--- config.mk ---
export PLATFORM = sky130hd
export DESIGN_NAME = css_sequencer
export DESIGN_NICKNAME = d
export VERILOG_FILES = /design/src/css_sequencer_fix.sv /design/src/css_pkg.sv /design/src/css_tmr_if.sv /design/src/css_timer.sv /design/src/css_sequencer.sv
export SDC_FILE = /design/constraint.sdc
export NUM_CORES = 1
export LEC_CHECK = 0
export BUFFER_PORTS_ARGS = -buffer_cell sky130_fd_sc_hd__buf_2
export CORE_UTILIZATION = 40
export DETAILED_ROUTE_END_ITERATION = 7
export GPL_ROUTABILITY_DRIVEN = 0
export GPL_TIMING_DRIVEN = 0
export HOLD_SLACK_MARGIN = 0.08
export PLACE_DENSITY = 0.63
export SLEW_MARGIN = 10
export SYNTH_ARGS = -nofsm -noshare
export SYNTH_HDL_FRONTEND = slang
export SYNTH_HIERARCHICAL = 1
export SYNTH_SLANG_ARGS = --single-unit
--- constraint.sdc ---
create_clock -name clk -period 2.9 [get_ports clk]
set_clock_uncertainty 0.05 [all_clocks]
set_input_delay 0.435 -clock clk [delete_from_list [all_inputs] [get_ports clk]]
set_output_delay 0.435 -clock clk [all_outputs]
set_load 0.02 [all_outputs]
--- src/css_sequencer_fix.sv ---
// spare file of the charge state sequencer; it holds no logic

--- src/css_pkg.sv ---
// constants, register map and state type of the charge state sequencer
package css_pkg;
  // clock and internal oscillator timing
  localparam int          CLK_PERIOD_NS = 5;
  localparam int          OSC_PERIOD_NS = 20000;
  localparam int          OSC_DIV_W     = 16;
  localparam logic [15:0] OSC_DIV_RST   =
    16'((OSC_PERIOD_NS + CLK_PERIOD_NS - 1) / CLK_PERIOD_NS);
  localparam logic [15:0] OSC_DIV_MIN   = 16'h0002;
  // charge-time counter: full limit in oscillator periods, trickle 1/8
  localparam int          TIMEOUT_OSC   = 4194304;
  localparam int          TMR_W         = 23;
  localparam int          TRICKLE_SHIFT = 3;
  // register word indices on the plain register port
  localparam int          ADDR_W        = 4;
  localparam logic [3:0]  ADDR_STATE    = 4'h0;
  localparam logic [3:0]  ADDR_TIMER    = 4'h1;
  localparam logic [3:0]  ADDR_OSC_DIV  = 4'h2;
  localparam logic [3:0]  ADDR_IRQ_STAT = 4'h3;
  localparam logic [3:0]  ADDR_IRQ_MASK = 4'h4;
  // state register field positions
  localparam int          ST_STATE_LSB  = 0;
  localparam int          ST_STATUS     = 3;
  localparam int          ST_FAULT      = 4;
  localparam int          ST_CHARGE     = 5;
  localparam int          ST_RECHG      = 6;
  localparam int          ST_TEMP_BAD   = 7;
  localparam int          ST_STAT_PIN   = 8;
  localparam int          ST_FAULT_PIN  = 9;
  // interrupt status and mask bits
  localparam int          IRQ_W         = 4;
  localparam int          IRQ_FAULT     = 0;
  localparam int          IRQ_EOC       = 1;
  localparam int          IRQ_RECHG     = 2;
  localparam int          IRQ_TEMP      = 3;
  localparam logic [3:0]  IRQ_MASK_RST  = 4'h0;
  localparam logic [3:0]  IRQ_STAT_RST  = 4'h0;
  // sequencer states
  typedef enum logic [2:0] {
    S_OFF,
    S_RESET,
    S_DISABLED,
    S_TRICKLE,
    S_FAST,
    S_COMPLETE,
    S_FAULT
  } css_state_t;
endpackage

--- src/css_tmr_if.sv ---
// link between the sequencer and its charge-time counter
`timescale 1ns/10ps
interface css_tmr_if import css_pkg::*; ();
  logic                 clear;
  logic                 run;
  logic [OSC_DIV_W-1:0] div;
  logic                 osc_tick;
  logic                 half_tick;
  logic [TMR_W-1:0]     count;
  logic                 trickle_hit;
  logic                 full_hit;
  modport ctl (output clear, run, div,
               input  osc_tick, half_tick, count, trickle_hit, full_hit);
  modport tmr (input  clear, run, div,
               output osc_tick, half_tick, count, trickle_hit, full_hit);
endinterface

--- src/css_timer.sv ---
// internal oscillator divider and charge-time counter
`timescale 1ns/10ps
module css_timer import css_pkg::*;
#(
  parameter int TIMEOUT_TICKS = TIMEOUT_OSC
)
(
  input wire logic clk,
  input wire logic rst_n,
  css_tmr_if.tmr   t
);
  localparam logic [TMR_W-1:0] FULL_LIM = TMR_W'(TIMEOUT_TICKS);
  localparam logic [TMR_W-1:0] TRK_LIM  = FULL_LIM >> TRICKLE_SHIFT;

  logic [OSC_DIV_W-1:0] div_cnt_q;
  logic [OSC_DIV_W-1:0] div_eff;
  logic [TMR_W-1:0]     cnt_q;

  // a divider below two would never give a half tick
  assign div_eff = (t.div < OSC_DIV_MIN) ? OSC_DIV_MIN : t.div;
  assign t.osc_tick  = (div_cnt_q == div_eff - 16'h0001);
  assign t.half_tick = (div_cnt_q == (div_eff >> 1) - 16'h0001);
  assign t.count       = cnt_q;
  assign t.trickle_hit = (cnt_q >= TRK_LIM);
  assign t.full_hit    = (cnt_q >= FULL_LIM);

  // free-running oscillator, never paused
  always_ff @(posedge clk or negedge rst_n)
  begin
    if (!rst_n)
      div_cnt_q <= '0;
    else if (t.osc_tick || div_cnt_q >= div_eff)
      div_cnt_q <= '0;
    else
      div_cnt_q <= div_cnt_q + 16'h0001;
  end

  // charge-time counter: clear wins, saturates at the full limit
  always_ff @(posedge clk or negedge rst_n)
  begin
    if (!rst_n)
      cnt_q <= '0;
    else if (t.clear)
      cnt_q <= '0;
    else if (t.run && t.osc_tick && !t.full_hit)
      cnt_q <= cnt_q + 23'h000001;
  end
endmodule

--- src/css_sequencer.sv ---
// charge state sequencer: control state machine of a one-cell charger
`timescale 1ns/10ps
module css_sequencer import css_pkg::*;
#(
  parameter int TIMEOUT_TICKS = TIMEOUT_OSC
)
(
  input  wire logic              clk,
  input  wire logic              rst_n,
  input  wire logic              supply_ok,
  input  wire logic              charge_en,
  input  wire logic              timeout_gate_in,
  input  wire logic              vbat_above_pre,
  input  wire logic              eoc_det,
  input  wire logic              vbat_below_rechg,
  input  wire logic              temp_ok,
  input  wire logic [ADDR_W-1:0] reg_addr,
  input  wire logic [31:0]       reg_wdata,
  input  wire logic              reg_wr,
  input  wire logic              reg_rd,
  output logic [31:0]            reg_rdata,
  output logic                   charge_on,
  output logic                   trickle_mode,
  input  wire logic              status_pin_in,
  output logic                   status_pin_out,
  output logic                   status_pin_oe,
  input  wire logic              fault_pin_in,
  output logic                   fault_pin_out,
  output logic                   fault_pin_oe,
  output logic                   irq
);
  logic                 rst_meta_q;
  logic                 rst_sync_q;
  css_state_t           state_q;
  css_state_t           state_d;
  logic                 rechg_q;
  logic                 status_act_q;
  logic                 armed_q;
  logic                 temp_bad_q;
  logic                 status_want;
  logic                 chg_now;
  logic [OSC_DIV_W-1:0] osc_div_q;
  logic [IRQ_W-1:0]     irq_stat_q;
  logic [IRQ_W-1:0]     irq_mask_q;
  logic [IRQ_W-1:0]     irq_ev;
  logic [31:0]          rdata_q;
  logic                 charge_on_q;
  logic                 trickle_q;
  logic                 status_oe_q;
  logic                 fault_oe_q;
  logic                 irq_q;
  logic                 pin_low_q;

  css_tmr_if tm ();

  // true in the states that deliver current
  function automatic logic is_chg(input css_state_t s);
    is_chg = (s == S_TRICKLE) || (s == S_FAST) || (s == S_COMPLETE);
  endfunction

  // reset is released through two flip-flops
  always_ff @(posedge clk or negedge rst_n)
  begin
    if (!rst_n)
    begin
      rst_meta_q <= 1'b0;
      rst_sync_q <= 1'b0;
    end
    else
    begin
      rst_meta_q <= 1'b1;
      rst_sync_q <= rst_meta_q;
    end
  end

  css_timer #(
    .TIMEOUT_TICKS (TIMEOUT_TICKS)
  ) u_timer (
    .clk   (clk),
    .rst_n (rst_sync_q),
    .t     (tm.tmr)
  );

  assign chg_now = is_chg(state_q);

  // next-state logic; loss of supply overrides everything
  always_comb
  begin
    state_d = state_q;
    if (!supply_ok)
      state_d = S_OFF;
    else
    begin
      unique case (state_q)
        S_OFF:
          state_d = S_RESET;
        S_RESET:
          state_d = charge_en ? S_TRICKLE : S_DISABLED;
        S_DISABLED:
          if (charge_en)
            state_d = S_TRICKLE;
        S_TRICKLE:
          if (!charge_en)
            state_d = S_DISABLED;
          else if (temp_ok && tm.trickle_hit)
            state_d = S_FAULT;
          else if (temp_ok && vbat_above_pre)
            state_d = S_FAST;
        S_FAST:
          if (!charge_en)
            state_d = S_DISABLED;
          else if (temp_ok && tm.full_hit && timeout_gate_in)
            state_d = S_FAULT;
          else if (temp_ok && eoc_det)
            state_d = S_COMPLETE;
        S_COMPLETE:
          if (!charge_en)
            state_d = S_DISABLED;
        S_FAULT:
          if (!charge_en)
            state_d = S_DISABLED;
        default:
          state_d = S_OFF;
      endcase
    end
  end

  // state register
  always_ff @(posedge clk or negedge rst_sync_q)
  begin
    if (!rst_sync_q)
      state_q <= S_OFF;
    else
      state_q <= state_d;
  end

  // counter cleared on internal reset and on trickle or fast entry
  assign tm.clear = (state_q == S_RESET)
    || (state_d == S_TRICKLE && state_q != S_TRICKLE)
    || (state_d == S_FAST && state_q != S_FAST);
  // counter paused while temperature is outside the window
  assign tm.run = ((state_q == S_TRICKLE) || (state_q == S_FAST))
    && temp_ok;
  assign tm.div = osc_div_q;

  // recharge request seen in complete; set wins over clear
  always_ff @(posedge clk or negedge rst_sync_q)
  begin
    if (!rst_sync_q)
      rechg_q <= 1'b0;
    else if (state_q != S_COMPLETE)
      rechg_q <= 1'b0;
    else if (vbat_below_rechg)
      rechg_q <= 1'b1;
    else if (eoc_det)
      rechg_q <= 1'b0;
  end

  assign status_want = chg_now && !(state_q == S_COMPLETE && !rechg_q);

  // status indication; end-of-charge and recharge changes filtered
  always_ff @(posedge clk or negedge rst_sync_q)
  begin
    if (!rst_sync_q)
    begin
      status_act_q <= 1'b0;
      armed_q      <= 1'b0;
    end
    else if (state_q != S_COMPLETE)
    begin
      status_act_q <= status_want;
      armed_q      <= 1'b0;
    end
    else if (status_want == status_act_q)
      armed_q <= 1'b0;
    else if (tm.half_tick)
      armed_q <= 1'b1;
    else if (tm.osc_tick && armed_q)
    begin
      status_act_q <= status_want;
      armed_q      <= 1'b0;
    end
  end

  // temperature pause tracking for the state register bit and its event
  always_ff @(posedge clk or negedge rst_sync_q)
  begin
    if (!rst_sync_q)
      temp_bad_q <= 1'b0;
    else
      temp_bad_q <= chg_now && !temp_ok;
  end

  // pin and mode outputs, all registered
  always_ff @(posedge clk or negedge rst_sync_q)
  begin
    if (!rst_sync_q)
    begin
      charge_on_q <= 1'b0;
      trickle_q   <= 1'b0;
      status_oe_q <= 1'b0;
      fault_oe_q  <= 1'b0;
      pin_low_q   <= 1'b0;
    end
    else
    begin
      charge_on_q <= chg_now && temp_ok;
      trickle_q   <= (state_q == S_TRICKLE) && temp_ok;
      status_oe_q <= status_act_q; // pulls the status pin low
      fault_oe_q  <= (state_q == S_FAULT)
        || (chg_now && !temp_ok);
      pin_low_q   <= 1'b0; // open-drain pins only ever drive low
    end
  end

  // events: fault entry, end of charge, recharge, temperature pause
  assign irq_ev[IRQ_FAULT] = (state_d == S_FAULT) && (state_q != S_FAULT);
  assign irq_ev[IRQ_EOC]   = (state_d == S_COMPLETE)
    && (state_q != S_COMPLETE);
  assign irq_ev[IRQ_RECHG] = (state_q == S_COMPLETE) && vbat_below_rechg
    && !rechg_q;
  assign irq_ev[IRQ_TEMP]  = chg_now && !temp_ok && !temp_bad_q;

  // sticky status, cleared by writing one; a new event wins
  always_ff @(posedge clk or negedge rst_sync_q)
  begin
    if (!rst_sync_q)
      irq_stat_q <= IRQ_STAT_RST;
    else if (reg_wr && reg_addr == ADDR_IRQ_STAT)
      irq_stat_q <= (irq_stat_q & ~reg_wdata[IRQ_W-1:0]) | irq_ev;
    else
      irq_stat_q <= irq_stat_q | irq_ev;
  end

  // writable registers: oscillator divider and interrupt mask
  always_ff @(posedge clk or negedge rst_sync_q)
  begin
    if (!rst_sync_q)
    begin
      osc_div_q  <= OSC_DIV_RST;
      irq_mask_q <= IRQ_MASK_RST;
    end
    else if (reg_wr)
    begin
      if (reg_addr == ADDR_OSC_DIV)
        osc_div_q <= reg_wdata[OSC_DIV_W-1:0];
      if (reg_addr == ADDR_IRQ_MASK)
        irq_mask_q <= reg_wdata[IRQ_W-1:0];
    end
  end

  // level interrupt from any unmasked status bit
  always_ff @(posedge clk or negedge rst_sync_q)
  begin
    if (!rst_sync_q)
      irq_q <= 1'b0;
    else
      irq_q <= |(irq_stat_q & irq_mask_q);
  end

  // read data stand for one cycle after the strobe, zero otherwise
  always_ff @(posedge clk or negedge rst_sync_q)
  begin
    if (!rst_sync_q)
      rdata_q <= '0;
    else if (!reg_rd)
      rdata_q <= '0;
    else
    begin
      rdata_q <= '0;
      unique case (reg_addr)
        ADDR_STATE:
        begin
          rdata_q[ST_STATE_LSB +: 3] <= 3'(state_q);
          rdata_q[ST_STATUS]         <= status_act_q;
          rdata_q[ST_FAULT]          <= fault_oe_q;
          rdata_q[ST_CHARGE]         <= charge_on_q;
          rdata_q[ST_RECHG]          <= rechg_q;
          rdata_q[ST_TEMP_BAD]       <= temp_bad_q;
          rdata_q[ST_STAT_PIN]       <= status_pin_in;
          rdata_q[ST_FAULT_PIN]      <= fault_pin_in;
        end
        ADDR_TIMER:
          rdata_q[TMR_W-1:0] <= tm.count;
        ADDR_OSC_DIV:
          rdata_q[OSC_DIV_W-1:0] <= osc_div_q;
        ADDR_IRQ_STAT:
          rdata_q[IRQ_W-1:0] <= irq_stat_q;
        ADDR_IRQ_MASK:
          rdata_q[IRQ_W-1:0] <= irq_mask_q;
        default:
          rdata_q <= '0;
      endcase
    end
  end

  assign reg_rdata      = rdata_q;
  assign charge_on      = charge_on_q;
  assign trickle_mode   = trickle_q;
  assign status_pin_out = pin_low_q;
  assign status_pin_oe  = status_oe_q;
  assign fault_pin_out  = pin_low_q;
  assign fault_pin_oe   = fault_oe_q;
  assign irq            = irq_q;
endmodule

Yosys cells after proc, flatten, opt, wreduce, memory -nomap -nowiden
Index checks and enable logic that the tools add are counted.

word-level totals
  input port bits = 49
  output and inout bits = 39
  logic and storage cells = 130
  register bits = 100

operators by class
  reduce and logical (&&, ||, !) cells = 44
  bitwise gates (word level) = 5
  order comparisons = 4
  $add $sub $neg = 4
  muxes and demuxes = 32
  equality and inequality tests = 23

operators by type and width
  kind                   number
  $mux 23                3
  $eq 16x16->1           2
  $mux 16                2
  $mux 3                 9
  $add 23x1->23 const B  1
  $ge 23x20->1 const B   1
  $ge 23x23->1 const B   1
  $logic_and 1x1->1      22
  $pmux 4 s5             1
  $eq 3x3->1 const B     6
  $pmux 3 s6             1
  $pmux 6 s3             1
  $add 16x1->16 const B  1
  $ge 16x16->1           1
  $lt 16x2->1 const B    1
  $sub 15x1->16 const B  1
  $sub 16x1->16 const B  1
  $mux 1                 12
  $pmux 6 s2             1
  $eq 3x2->1 const B     3
  $ne 3x3->1 const B     3
  $and 4x4->4            2
  $eq 4x2->1 const B     2
  $or 4x4->4             2
  21 further kinds       32

Longest topological paths before layout
Gate-level depths: netlist (run 1).

  depth in word-level cells = 12
  gate-level depth with buffers = 16
  mapped depth without buffers = 15

Cells and area by module
The synthesis (run 1) kept the hierarchy.

modules (own cells, without submodules)
  module         cells an instance  area each (um^2)  instances
  css_timer      448                3,592.2           1
  css_sequencer  249                2,808.9           1

Least setup slack after synthesis (run 1)
Ideal clock, no wire load.

  path type = reg2reg
  start point = reg osc_div_q[4]
  end point = reg u_timer.cnt_q[4] (netlist: u_timer/t.count[4])
  slack = -1.580 ns
  required time = 2.772 ns
  cell stages (with the launch flop) = 13
  arrival time = 4.352 ns
  buffers on the path = 1
  clock period less this slack = 4.480 ns
  path through = dfrtp_1 or4_1 buf_2 o41ai_4 ha_1 or4b_4 o41ai_1 o31ai_1 a2111oi_1 nand4b_2 or4_4 or3_1 a21oi_1

on the way
  longest elaborated chain between the ends = 7

ends and longest elaborated chain
  item                                RTL line              text
  start: declaration                  css_sequencer.sv:42   logic [OSC_DIV_W-1:0] osc_div_q;
  start signal: assignment            css_sequencer.sv:246  osc_div_q <= reg_wdata[OSC_DIV_W-1:0];
  $lt 16x2->1                         css_timer.sv:20       assign div_eff = (t.div < OSC_DIV_MIN) ? OSC_DIV_MIN : t.div;
  $mux 16 (*)                         css_timer.sv:20
  $sub 16x1->16 (*)                   css_timer.sv:21       assign t.osc_tick = (div_cnt_q == div_eff - 16'h0001);
  $eq 16x16->1 (*)                    css_timer.sv:21
  $logic_and 1x1->1 (*) (2 in a row)  css_timer.sv:45       else if (t.run && t.osc_tick && !t.full_hit)
  $reduce_bool 2->1 (no line) (*)     -
  end signal: assignment              css_timer.sv:46       cnt_q <= cnt_q + 23'h000001;
  end: declaration                    css_timer.sv:17       logic [TMR_W-1:0] cnt_q;

Mark *: on every way between the ends. The rest lies on a longest branch, timed or not.
A chain may end at the register's enable or synchronous reset.

Worst setup path in the final report (run 1)
  start point = reg osc_div_q[12]
  end point = reg u_timer.cnt_q[11] (netlist: u_timer/t.count[11])

Same word-level chain as after synthesis.

==> results of run 1 <==
==> layer usage <==
metal	track usage (%)	routed length, µm	vias up
li1	-	-	2648
met1	30.00	8337	2800
met2	34.28	7912	176
met3	4.865	928	31
met4	7.543	359	0
met5	0	0	-
==> cells by family (layout without fill, tap and decap cells) <==
| logic type | Yosys count | in the layout | share of synthesized area, % |
|---|---|---|---|
| other | 2 | 12 | 0.1173 |
| buffers and inverters | 76 | 173 | 5.805 |
| XOR/XNOR | 58 | 58 | 7.936 |
| flip-flops | 100 | 100 | 39.21 |
| multiplexers | 41 | 41 | 7.056 |
| adder cells (fa/ha/maj) | 21 | 21 | 4.105 |
| AND/OR/NAND/NOR | 280 | 280 | 22.93 |
| AO/OA/AOI/OAI | 119 | 119 | 12.84 |
==> worst max-delay path: cells and delay by family, from the launching register on <==
family                   cells  cell delay, ns
AND/OR/NAND/NOR              5            1.77
buffers and inverters        3            0.42
flip-flops                   1            0.41
adder cells (fa/ha/maj)      1            0.24
AO/OA/AOI/OAI                5            1.38
==> power groups by stage <==
stage | Clock, mW | Sequential, mW | Combinational (mW)
finish | 1.29 | 1.81 | 2.24
global route | 1.38 | 1.83 | 2.42
CTS | 1.32 | 1.81 | 2.08
detailed placement | 0 | 1.83 | 1.83
global placement | 0 | 1.83 | 1.77
floorplan | 0 | 1.77 | 1.42
==> cells in the final DEF (no fill, tap or decap), drive strengths merged, types with 5 or more instances in the layout <==
cell / n
mux2: 33
ha: 21
buf: 109
nand4: 7
nand2: 44
inv: 28
nor3: 21
nor2b: 19
a21oi: 26
nor4: 16
conb: 12
or4: 14
clkbuf: 30
xnor2: 36
mux2i: 8
and2: 13
a21o: 5
nand3: 31
dfstp: 6
o21ai: 25
xor2: 22
a22oi: 16
nor2: 82
dfrtp: 94
and3: 11
o22ai: 8
==> timing repair <==
item	CTS	global route
hold buffers	1	0
endpoints found under the hold margin	2	0
pin swaps	23	10
setup endpoints to repair	41	41
gates resized for setup	56	15
cloned	1	0
setup buffers	16	10
==> worst paths after layout <==
check                      depth (start not counted)  slack (ns)                    to
min in group clk                                   2        0.26         osc_div_q[14]
max in group asynchronous                          1        1.81         osc_div_q[11]
setup reg to reg                                  14       -1.49   u_timer/t.count[11]
hold / removal                                     0        0.25  u_timer/div_cnt_q[7]
hold reg to reg                                    0        0.25  u_timer/div_cnt_q[7]
setup / recovery                                  14       -1.49   u_timer/t.count[11]
==> cell type report <==
class                   count  share of cell area, %
flip-flops and latches    100                  31.74
plain buffers              43                  3.499
clock buffers              11                  2.931
inverters                  28                  1.324
multi-input cells         531                  49.24
well taps                 211                  3.325
repair buffers             86                  6.950
clock inverters             5                 0.9929
==> through the flow <==
stage	cell area [µm²]	cells	power, mW	setup TNS [ns]
3_5_place_dp	7118	977	3.653	-73.51
3_3_place_gp	7088	976	3.597	-72.04
2_1_floorplan	6534	707	3.191	-45.77
5_1_grt	7939	1015	5.631	-58.49
6_report	7939	1015	5.334	-55.28
4_1_cts	7833	1007	5.216	-55.34
==> flip-flops by register name, indices dropped and copies added, names as in the netlist, 3 cells and up <==
signal,cells
u_timer/div_cnt_q,16
reg_rdata,23
state_q,3
u_timer/t.count,23
irq_mask_q,4
osc_div_q,16
irq_stat_q,4
==> reports/qor.yml, run 1 <==
run_status:
  status: "complete, but fails checks"
  violations: "setup timing"
clock_network:
  path_clk_slew_ns: 0.07
  clock_latency_ns: 0.36
  clockBufferDepth: 2
  cts_tree: "built"
  htree_levels: 3
  cts-root-buf: "clkbuf_16"
  cts_buffers: 9
  clock_sinks: 100
yosys:
  synth.top_cell.area_share_pct: 36.75
  synth.area.top_cells: "dfrtp_1 37%, mux2_2 4.9%, xnor2_1 4.9%"
  ys_async_sr_fraction_pct: 100.0
  yosysMostFrequentCell: "dfrtp_1"
  ys_types: 78
  yosysTopAreaCell: "dfrtp_1"
  synth_edf_count: 0
  ys_seq_area_share_pct: 39.21
  synth_common_cells: "94 x dfrtp_1, 81 x nor2_1, 44 x nand2_1"
  ys_ff_latch: 100
  synth_area_um2: 6401
  syn_inst: 697
  synth-main-ff-cell: "dfrtp_1"
  yosys_warnings: 6
  synth_area_per_cell_um2: 9.184
critical_path:
  cp_data_arrival_time_ns: 4.59
  critPathLaunch: "osc_div_q[12]"
  critPathCaptureType: "flop"
  cp_slowest_cell: "or4_4"
  cpPeakStageDelay_ns: 0.58
  timing.rr.start: "osc_div_q[12]"
  worstPathMaxFanout: 8
  critPathLaunchType: "flop"
  path_class: "reg2reg"
  cp.required_ns: 3.09
  path_cells: "or4_4 > o41ai_4 > ha_2 > or4b_4 > o41ai_4 > o31ai_4 > a211oi_2 > nand4_1 > or4_4 > buf_4 > buf_8 > buf_6 > o21ai_0 > nand2_1"
route:
  wl_per_cell_um: 17.28
  routed_wl_mm: 17.54
  vias: 5655
  drtPass1Iterations: 5
  drtIter0Drc: 408
  remaining_drc_errors: 0
  ant_nets: 0
  via_per_inst: 5.571
grt:
  grt_pass1_vias: 5473
  grt_max_degree: 65
  overflow: 0
  grt_usage_pct: 21.94
  grt_pass1_wl_mm: 28.06
  antenna_found_initial: 0
timing:
  holdWs_ns: 0.2450
  fin_ws_ns: -1.495
  slew_viol_final: 0
  relSlewSlack_pct: 37.31
  fmax_mhz: 227.5
  tightestPinTransition_ns: 0.9317
  fin_crit_sh_pct: 151.5
  fin_crit_ns: 4.395
  rsz0062_at_grt: "true"
  hold_viol: 0
  setup_viol: 41
floorplan:
  rows: 45
  start_util_pct: 41.49
  core-area_um2: 15430
  dieWidth_um: 128.5
  die_h_um: 128.5
  die_area_um2: 16510
  ioPinCount: 88
pwr:
  comb_power_share_pct: 41.9
  p_sw_share_pct: 38.54
  clock_power_share_pct: 24.2
  p_seq_share_pct: 33.9
  netSwitchingPower_mw: 2.056
  leakagePower_nw: 3.551
  powerDensity_nw_per_um2: 671.8
  ir_drop_uv: 354.5
  intPower_mw: 3.278
min_path:
  hold_path_class: "reg2async"
placed_design:
  io_buffers: 58
  hpwl_mm: 12.41
  dp_slack_ns: -2.068
layout:
  n_fill_cell: 1448
  areaGrowthSynthToFinish_pct: 24.02
  drive_gt1_share_pct: 28.36
  nets: 869
  multi_input_area_um2: 3909
  fin_util_pct: 51.46
  diodes: 0
  regArea_um2: 2520
flow_run:
  maxCapViolCount: 0
Power figures use the tool's default switching activity.
==> run 2: changes to the inputs <==
--- a/config.mk
+++ b/config.mk
@@ -6,12 +6,13 @@
 export NUM_CORES = 1
 export LEC_CHECK = 0
 export BUFFER_PORTS_ARGS = -buffer_cell sky130_fd_sc_hd__buf_2
-export CORE_UTILIZATION = 40
+export CORE_UTILIZATION = 29
 export DETAILED_ROUTE_END_ITERATION = 7
 export GPL_ROUTABILITY_DRIVEN = 0
 export GPL_TIMING_DRIVEN = 0
 export HOLD_SLACK_MARGIN = 0.08
-export PLACE_DENSITY = 0.63
+export PLACE_DENSITY = 0.5
+export REMOVE_ABC_BUFFERS = 1
 export SLEW_MARGIN = 10
 export SYNTH_ARGS = -nofsm -noshare
 export SYNTH_HDL_FRONTEND = slang
==> reports/qor.yml, run 2 (synthesized netlist as in run 1, its figures left out) <==
critical_path:
  critPathLaunchType: "flop"
  path_cells: "or4_4 > o41ai_4 > ha_2 > or4b_4 > o41ai_4 > o31ai_4 > a211oi_2 > nand4_1 > buf_4 > or4_4 > or4_1 > nand2_1"
  critPathCaptureType: "flop"
  cp_slowest_cell: "or4_4"
  cpPeakStageDelay_ns: 0.58  # about the same
  worstPathMaxFanout: 6  # -2
  path_class: "reg2reg"
  cp_data_arrival_time_ns: 4.64  # +0.05 ns
  timing.rr.start: "osc_div_q[9]"
  critPathTopFamily: "simple AND/OR/NAND/NOR gates"
  critPathLaunch: "osc_div_q[9]"
  cp.required_ns: 3.15  # +0.06 ns
  crit_buf_inv: 1  # -2
timing:
  fmax_mhz: 227.6  # about the same
  hold_viol: 0  # unchanged
  relSlewSlack_pct: 28.53  # -8.8 points
  setup_viol: 41  # unchanged
  tightestPinTransition_ns: 1.062  # +0.1305 ns
  slew_viol_final: 0  # unchanged
  rsz0062_at_grt: "true"
  fin_crit_sh_pct: 151.5  # about the same
  fin_ws_ns: -1.494  # +0.001270 ns
  fin_crit_ns: 4.394  # -0.001270 ns
run_status:
  violations: "setup timing"
  status: "complete, but fails checks"
grt:
  grt_pass1_wl_mm: 28.46  # +1.4%
  grt_usage_pct: 16.29  # -5.6 points
  overflow: 0  # unchanged
  grt_pass1_vias: 5077  # -7.2%
  grt_max_degree: 60  # -7.7%
  antenna_found_initial: 0  # unchanged
pwr:
  clock_power_share_pct: 23.3  # -0.9 points
  p_seq_share_pct: 38.4  # +4.5 points
  ir_drop_uv: 248.8  # -30%
  leakagePower_nw: 3.343  # -5.9%
  intPower_mw: 3.058  # -6.7%
  power_mw: 5.046  # -5.4%
  comb_power_share_pct: 38.3  # -3.6 points
  powerDensity_nw_per_um2: 662.4  # -1.4%
  netSwitchingPower_mw: 1.988  # -3.3%
  p_sw_share_pct: 39.40  # +0.86 points
floorplan:
  dieWidth_um: 150.6  # +17%
  start_util_pct: 29.98  # -12 points
  die_h_um: 150.6  # +17%
  die_area_um2: 22670  # +37%
  rows: 53  # +18%
  ioPinCount: 88  # unchanged
  core-area_um2: 21350  # +38%
flow_run:
  maxCapViolCount: 0  # unchanged
clock_network:
  clockBufferDepth: 2  # unchanged
  clock_sinks: 100  # unchanged
  cts_buffers: 9  # unchanged
  clock_latency_ns: 0.36  # about the same
  path_clk_slew_ns: 0.07  # about the same
  htree_levels: 3  # unchanged
  cts-root-buf: "clkbuf_16"
  cts_tree: "built"
route:
  wl_per_cell_um: 17.22  # -0.35%
  ant_nets: 0  # unchanged
  via_per_inst: 5.176  # -7.1%
  routed_wl_mm: 17.86  # +1.8%
  drtPass1Iterations: 5  # unchanged
  vias: 5368  # -5.1%
  remaining_drc_errors: 0  # unchanged
  drtIter0Drc: 362  # -11%
layout:
  mostFrequentLayoutCells: "85 x dfrtp_1, 77 x nor2_1, 60 x buf_2"
  drive_gt1_share_pct: 25.72  # -2.6 points
  nets: 827  # -4.8%
  fin_util_pct: 35.68  # -16 points
  diodes: 0  # unchanged
  areaGrowthSynthToFinish_pct: 19.02
  final_common_cell: "dfrtp_1"
placed_design:
  hpwl_mm: 12.12  # -2.3%
  io_buffers: 60  # +3.4%
min_path:
  hold_path_class: "in2reg"
  min_from: "vbat_below_rechg"
run 2: cell count changes in the layout (fill, tap and decap cells not counted), sizes merged, moves of 2 or more:
cell    before  now
clkbuf      30   13
or4         14   16
buf        109   83
bufinv       2    0
clkinv       3    1
run 2: final timing paths:
path | slack, ns | to | cells after the start
worst min register to register | 0.27 | u_timer/div_cnt_q[0] | 0
worst min-delay path | 0.26 | rechg_q | 3
worst max-delay path | -1.49 | u_timer/t.count[11] | 12
min in group asynchronous | 0.27 | u_timer/div_cnt_q[0] | 0
max in group asynchronous | 1.82 | osc_div_q[5] | 1
worst max register to register | -1.49 | u_timer/t.count[11] | 12
run 2: worst min-delay path: stages:
cell	delay, ns
buf_2	0.09
a21oi_1	0.04
nor2_1	0.07
run 2: per-stage QoR:
step | area [µm²] | TNS [ns] | setup WS (ns) | std cells | hold slack, ns
global route | 7619 | -59.97 | -1.604 | 1037 | 0.2606
detailed placement | 6848 | -87.71 | -2.352 | 995 | 0.1739
CTS | 7545 | -51.55 | -1.396 | 1033 | 0.2489
finish | 7619 | -55.00 | -1.494 | 1037 | 0.2597
global placement | 6817 | -231.86 | -2.361 | 994 | 0.1707
floorplan | 6172 | -68.29 | -1.608 | 659 | 0.08941
run 2: final cells by class:
cell class	instances	area, µm²
tap	275	344.1
sequential	100	2531
clock buffer	13	260.3
timing repair buffer	84	518.0
inverter	28	105.1
multi-input combinational	534	3839
clock inverter	3	21.27
fill	2232	13730
run 2: metal layers:
metal	part of all wire, %	vias up	GRT usage [%]
met5	0	-	0
met4	0.91	0	4.200
met3	4.5	16	2.788
met2	43	139	23.53
met1	52	2646	24.67
li1	-	2567	-
run 2: power groups by stage:
stage / logic (mW) / clock network (mW) / registers, mW
floorplan: 1.16 / 0 / 1.89
global placement: 1.48 / 0 / 2.03
detailed placement: 1.52 / 0 / 2.01
CTS: 1.82 / 1.23 / 1.95
global route: 2.14 / 1.27 / 1.97
finish: 1.93 / 1.18 / 1.94
run 2: repair_timing:
item | in CTS | in global routing
gates resized for setup | 56 | 6
buffers inserted | 18 | 4
pin swaps | 28 | 3
gates cloned | 3 | 0
hold buffers | 1 | 0
hold endpoints to repair | 2 | 0
endpoints found under the setup margin | 41 | 41
==> run 3: changes to the inputs <==
--- a/config.mk
+++ b/config.mk
@@ -6,6 +6,8 @@
 export NUM_CORES = 1
 export LEC_CHECK = 0
 export BUFFER_PORTS_ARGS = -buffer_cell sky130_fd_sc_hd__buf_2
+export CAP_MARGIN = 20
+export CORE_ASPECT_RATIO = 0.6
 export CORE_UTILIZATION = 29
 export DETAILED_ROUTE_END_ITERATION = 7
 export GPL_ROUTABILITY_DRIVEN = 0
==> reports/qor.yml, run 3 (synthesized netlist as in run 1, its figures left out) <==
min_path:
  hold_path_class: "in2reg"
  hold_end: "osc_div_q[9]"
  worstHoldPathCells: 2  # -1
  min_from: "reg_wdata[9]"
timing:
  relSlewSlack_pct: 26.98  # -1.5 points
  hold_viol: 0  # unchanged
  rsz0062_at_grt: "true"
  slew_viol_final: 0  # unchanged
  fin_crit_sh_pct: 153.3  # +1.8 points
  fin_crit_ns: 4.447  # +0.05293 ns
  setup_viol: 41  # unchanged
  fin_ws_ns: -1.547  # -0.05293 ns
  tightestPinTransition_ns: 1.094  # +0.03182 ns
  fmax_mhz: 224.9  # -1.2%
run_status:
  status: "complete, but fails checks"
  violations: "setup timing"
layout:
  final_common_cell: "dfrtp_1"
  fin_util_pct: 36.28  # +0.60 points
  nets: 831  # +0.48%
  n_fill_cell: 2251  # +0.85%
  final_area_um2: 7742  # +1.6%
  instances_no_fill: 1045  # +0.77%
  mostFrequentLayoutCells: "86 x dfrtp_1, 77 x nor2_1, 60 x buf_2"
  areaGrowthSynthToFinish_pct: 20.95
  diodes: 0  # unchanged
  drive_gt1_share_pct: 26.50  # +0.78 points
clock_network:
  cts_tree: "built"
  cts_buffers: 9  # unchanged
  clockBufferDepth: 2  # unchanged
  path_clk_slew_ns: 0.07  # about the same
  htree_levels: 3  # unchanged
  clock_latency_ns: 0.36  # about the same
  cts-root-buf: "clkbuf_16"
  clock_sinks: 100  # unchanged
placed_design:
  place_area_um2: 6879  # +0.46%
  io_buffers: 60  # unchanged
  dp_cells: 1001  # +0.60%
  hpwl_mm: 13.48  # +11%
floorplan:
  rows: 41  # -23%
  dieWidth_um: 193.8  # +29%
  core-area_um2: 21340  # about the same
  die_area_um2: 22690  # about the same
  start_util_pct: 30.00  # about the same
  die_h_um: 117.1  # -22%
  ioPinCount: 88  # unchanged
critical_path:
  critPathCaptureType: "flop"
  cp_data_arrival_time_ns: 4.68  # +0.04 ns
  critPathLaunchType: "flop"
  path_class: "reg2reg"
  reg2reg_to: "u_timer/t.count[4]"
  r2r_setup_slack_ns: -1.55  # -0.05 ns
  cp_slowest_cell: "or4_4"
  cpPeakStageDelay_ns: 0.59  # about the same
  crit_buf_inv: 0  # -1
  timing.rr.start: "osc_div_q[8]"
  path_cells: "or4_4 > o41ai_4 > ha_2 > or4b_4 > o41ai_4 > o31ai_2 > a2111oi_2 > nand4b_2 > or4_4 > or3_1 > a21oi_1"
  reg2reg_depth: 11  # -1
  worstPathMaxFanout: 5  # -1
  cp.required_ns: 3.13  # -0.02 ns
  critPathTopFamily: "simple AND/OR/NAND/NOR gates"
route:
  drtIter0Drc: 538  # +49%
  via_per_inst: 5.188  # +0.21%
  ant_nets: 0  # unchanged
  drtPass1Iterations: 5  # unchanged
  remaining_drc_errors: 0  # unchanged
  vias: 5421  # +0.99%
  routed_wl_mm: 19.21  # +7.6%
  wl_per_cell_um: 18.38  # +6.8%
pwr:
  leakagePower_nw: 3.388  # +1.4%
  ir_drop_uv: 345.4  # +39%
  powerDensity_nw_per_um2: 684.7  # +3.4%
grt:
  overflow: 0  # unchanged
  grt_max_degree: 56  # -6.7%
  grt_pass1_vias: 4904  # -3.4%
  antenna_found_initial: 0  # unchanged
  grt_usage_pct: 17.66  # +1.4 points
  grt_pass1_wl_mm: 30.30  # +6.5%
flow_run:
  maxCapViolCount: 0  # unchanged
==> run 3: cell count changes in the layout (fill, tap and decap cells not counted), moves of 2 or more <==
| cell | change |
|---|---|
| nor3_2 | +2 |
| bufinv_16 | +2 |
| nor4_1 | -2 |
| buf_6 | +3 |
| clkbuf_8 | -2 |
==> run 3: how the worst max path moves through the flow <==
| stage | depth (start not counted) | end | from | slack [ns] |
|---|---|---|---|---|
| 2_1_floorplan | 11 | u_timer/t.count[4] | osc_div_q[4] | -1.61 |
| 3_3_place_gp | 11 | u_timer/div_cnt_q[13] | osc_div_q[4] | -2.40 |
| 3_5_place_dp | 11 | u_timer/t.count[4] | osc_div_q[4] | -2.31 |
| 4_1_cts | 11 | u_timer/t.count[19] | osc_div_q[8] | -1.48 |
| 5_1_grt | 11 | u_timer/t.count[4] | osc_div_q[8] | -1.65 |
| 6_report | 11 | u_timer/t.count[4] | osc_div_q[8] | -1.55 |
==> run 3: routing by layer <==
layer	routed length, µm	global-route usage (%)	part of all wire [%]	vias to the layer above
li1	-	-	-	2582
met1	11100	30.40	58	2651
met2	6761	20.75	35	175
met3	1255	4.069	6.5	13
met4	96	2.560	0.50	0
met5	0	0	0	-
==> run 3: timing repair <==
| action | in CTS | in global routing |
|---|---|---|
| buffers inserted | 18 | 6 |
| endpoints found under the setup margin | 41 | 41 |
| hold buffers | 1 | 0 |
| pin swaps | 32 | 1 |
| cloned | 2 | 0 |
| endpoints found under the hold margin | 2 | 0 |
| gates resized for setup | 59 | 7 |
==> run 3: cell type report <==
cell class | count | area [µm²] | area share [%]
inverters | 28 | 105.1 | 1.357
flip-flops and latches | 100 | 2526 | 32.63
multi-input cells | 533 | 3867 | 49.95
clock buffers | 10 | 229.0 | 2.957
well taps | 279 | 349.1 | 4.509
repair buffers | 89 | 576.8 | 7.450
clock inverters | 6 | 88.84 | 1.147
==> run 3: stage by stage <==
step | setup slack [ns] | setup TNS, ns | hold WS (ns) | power [mW]
final | -1.547 | -57.04 | 0.2578 | 5.301
after global routing | -1.653 | -61.87 | 0.2457 | 5.633
after CTS | -1.476 | -53.97 | 0.2435 | 5.204
after detailed placement | -2.306 | -87.06 | 0.1719 | 3.584
after global placement | -2.404 | -232.03 | 0.1725 | 3.563
after floorplan | -1.608 | -68.29 | 0.08941 | 3.052
==> run 3: worst reg2reg max path, cell delays in order, from the launching register on <==
cell and delay [ns]:
dfstp_2 0.39, or4_4 0.59, o41ai_4 0.44, ha_2 0.25, or4b_4 0.55, o41ai_4 0.34
o31ai_2 0.15, a2111oi_2 0.45, nand4b_2 0.19, or4_4 0.52, or3_1 0.32, a21oi_1 0.12
==> run 3: power breakdown <==
part	total, mW	leakage (nW)	switching [mW]	internal [mW]
logic	2.05	1.92	1.18	0.870
registers	1.92	1.31	0.343	1.58
clock network	1.33	0.149	0.567	0.759
total	5.30	3.39	2.09	3.21
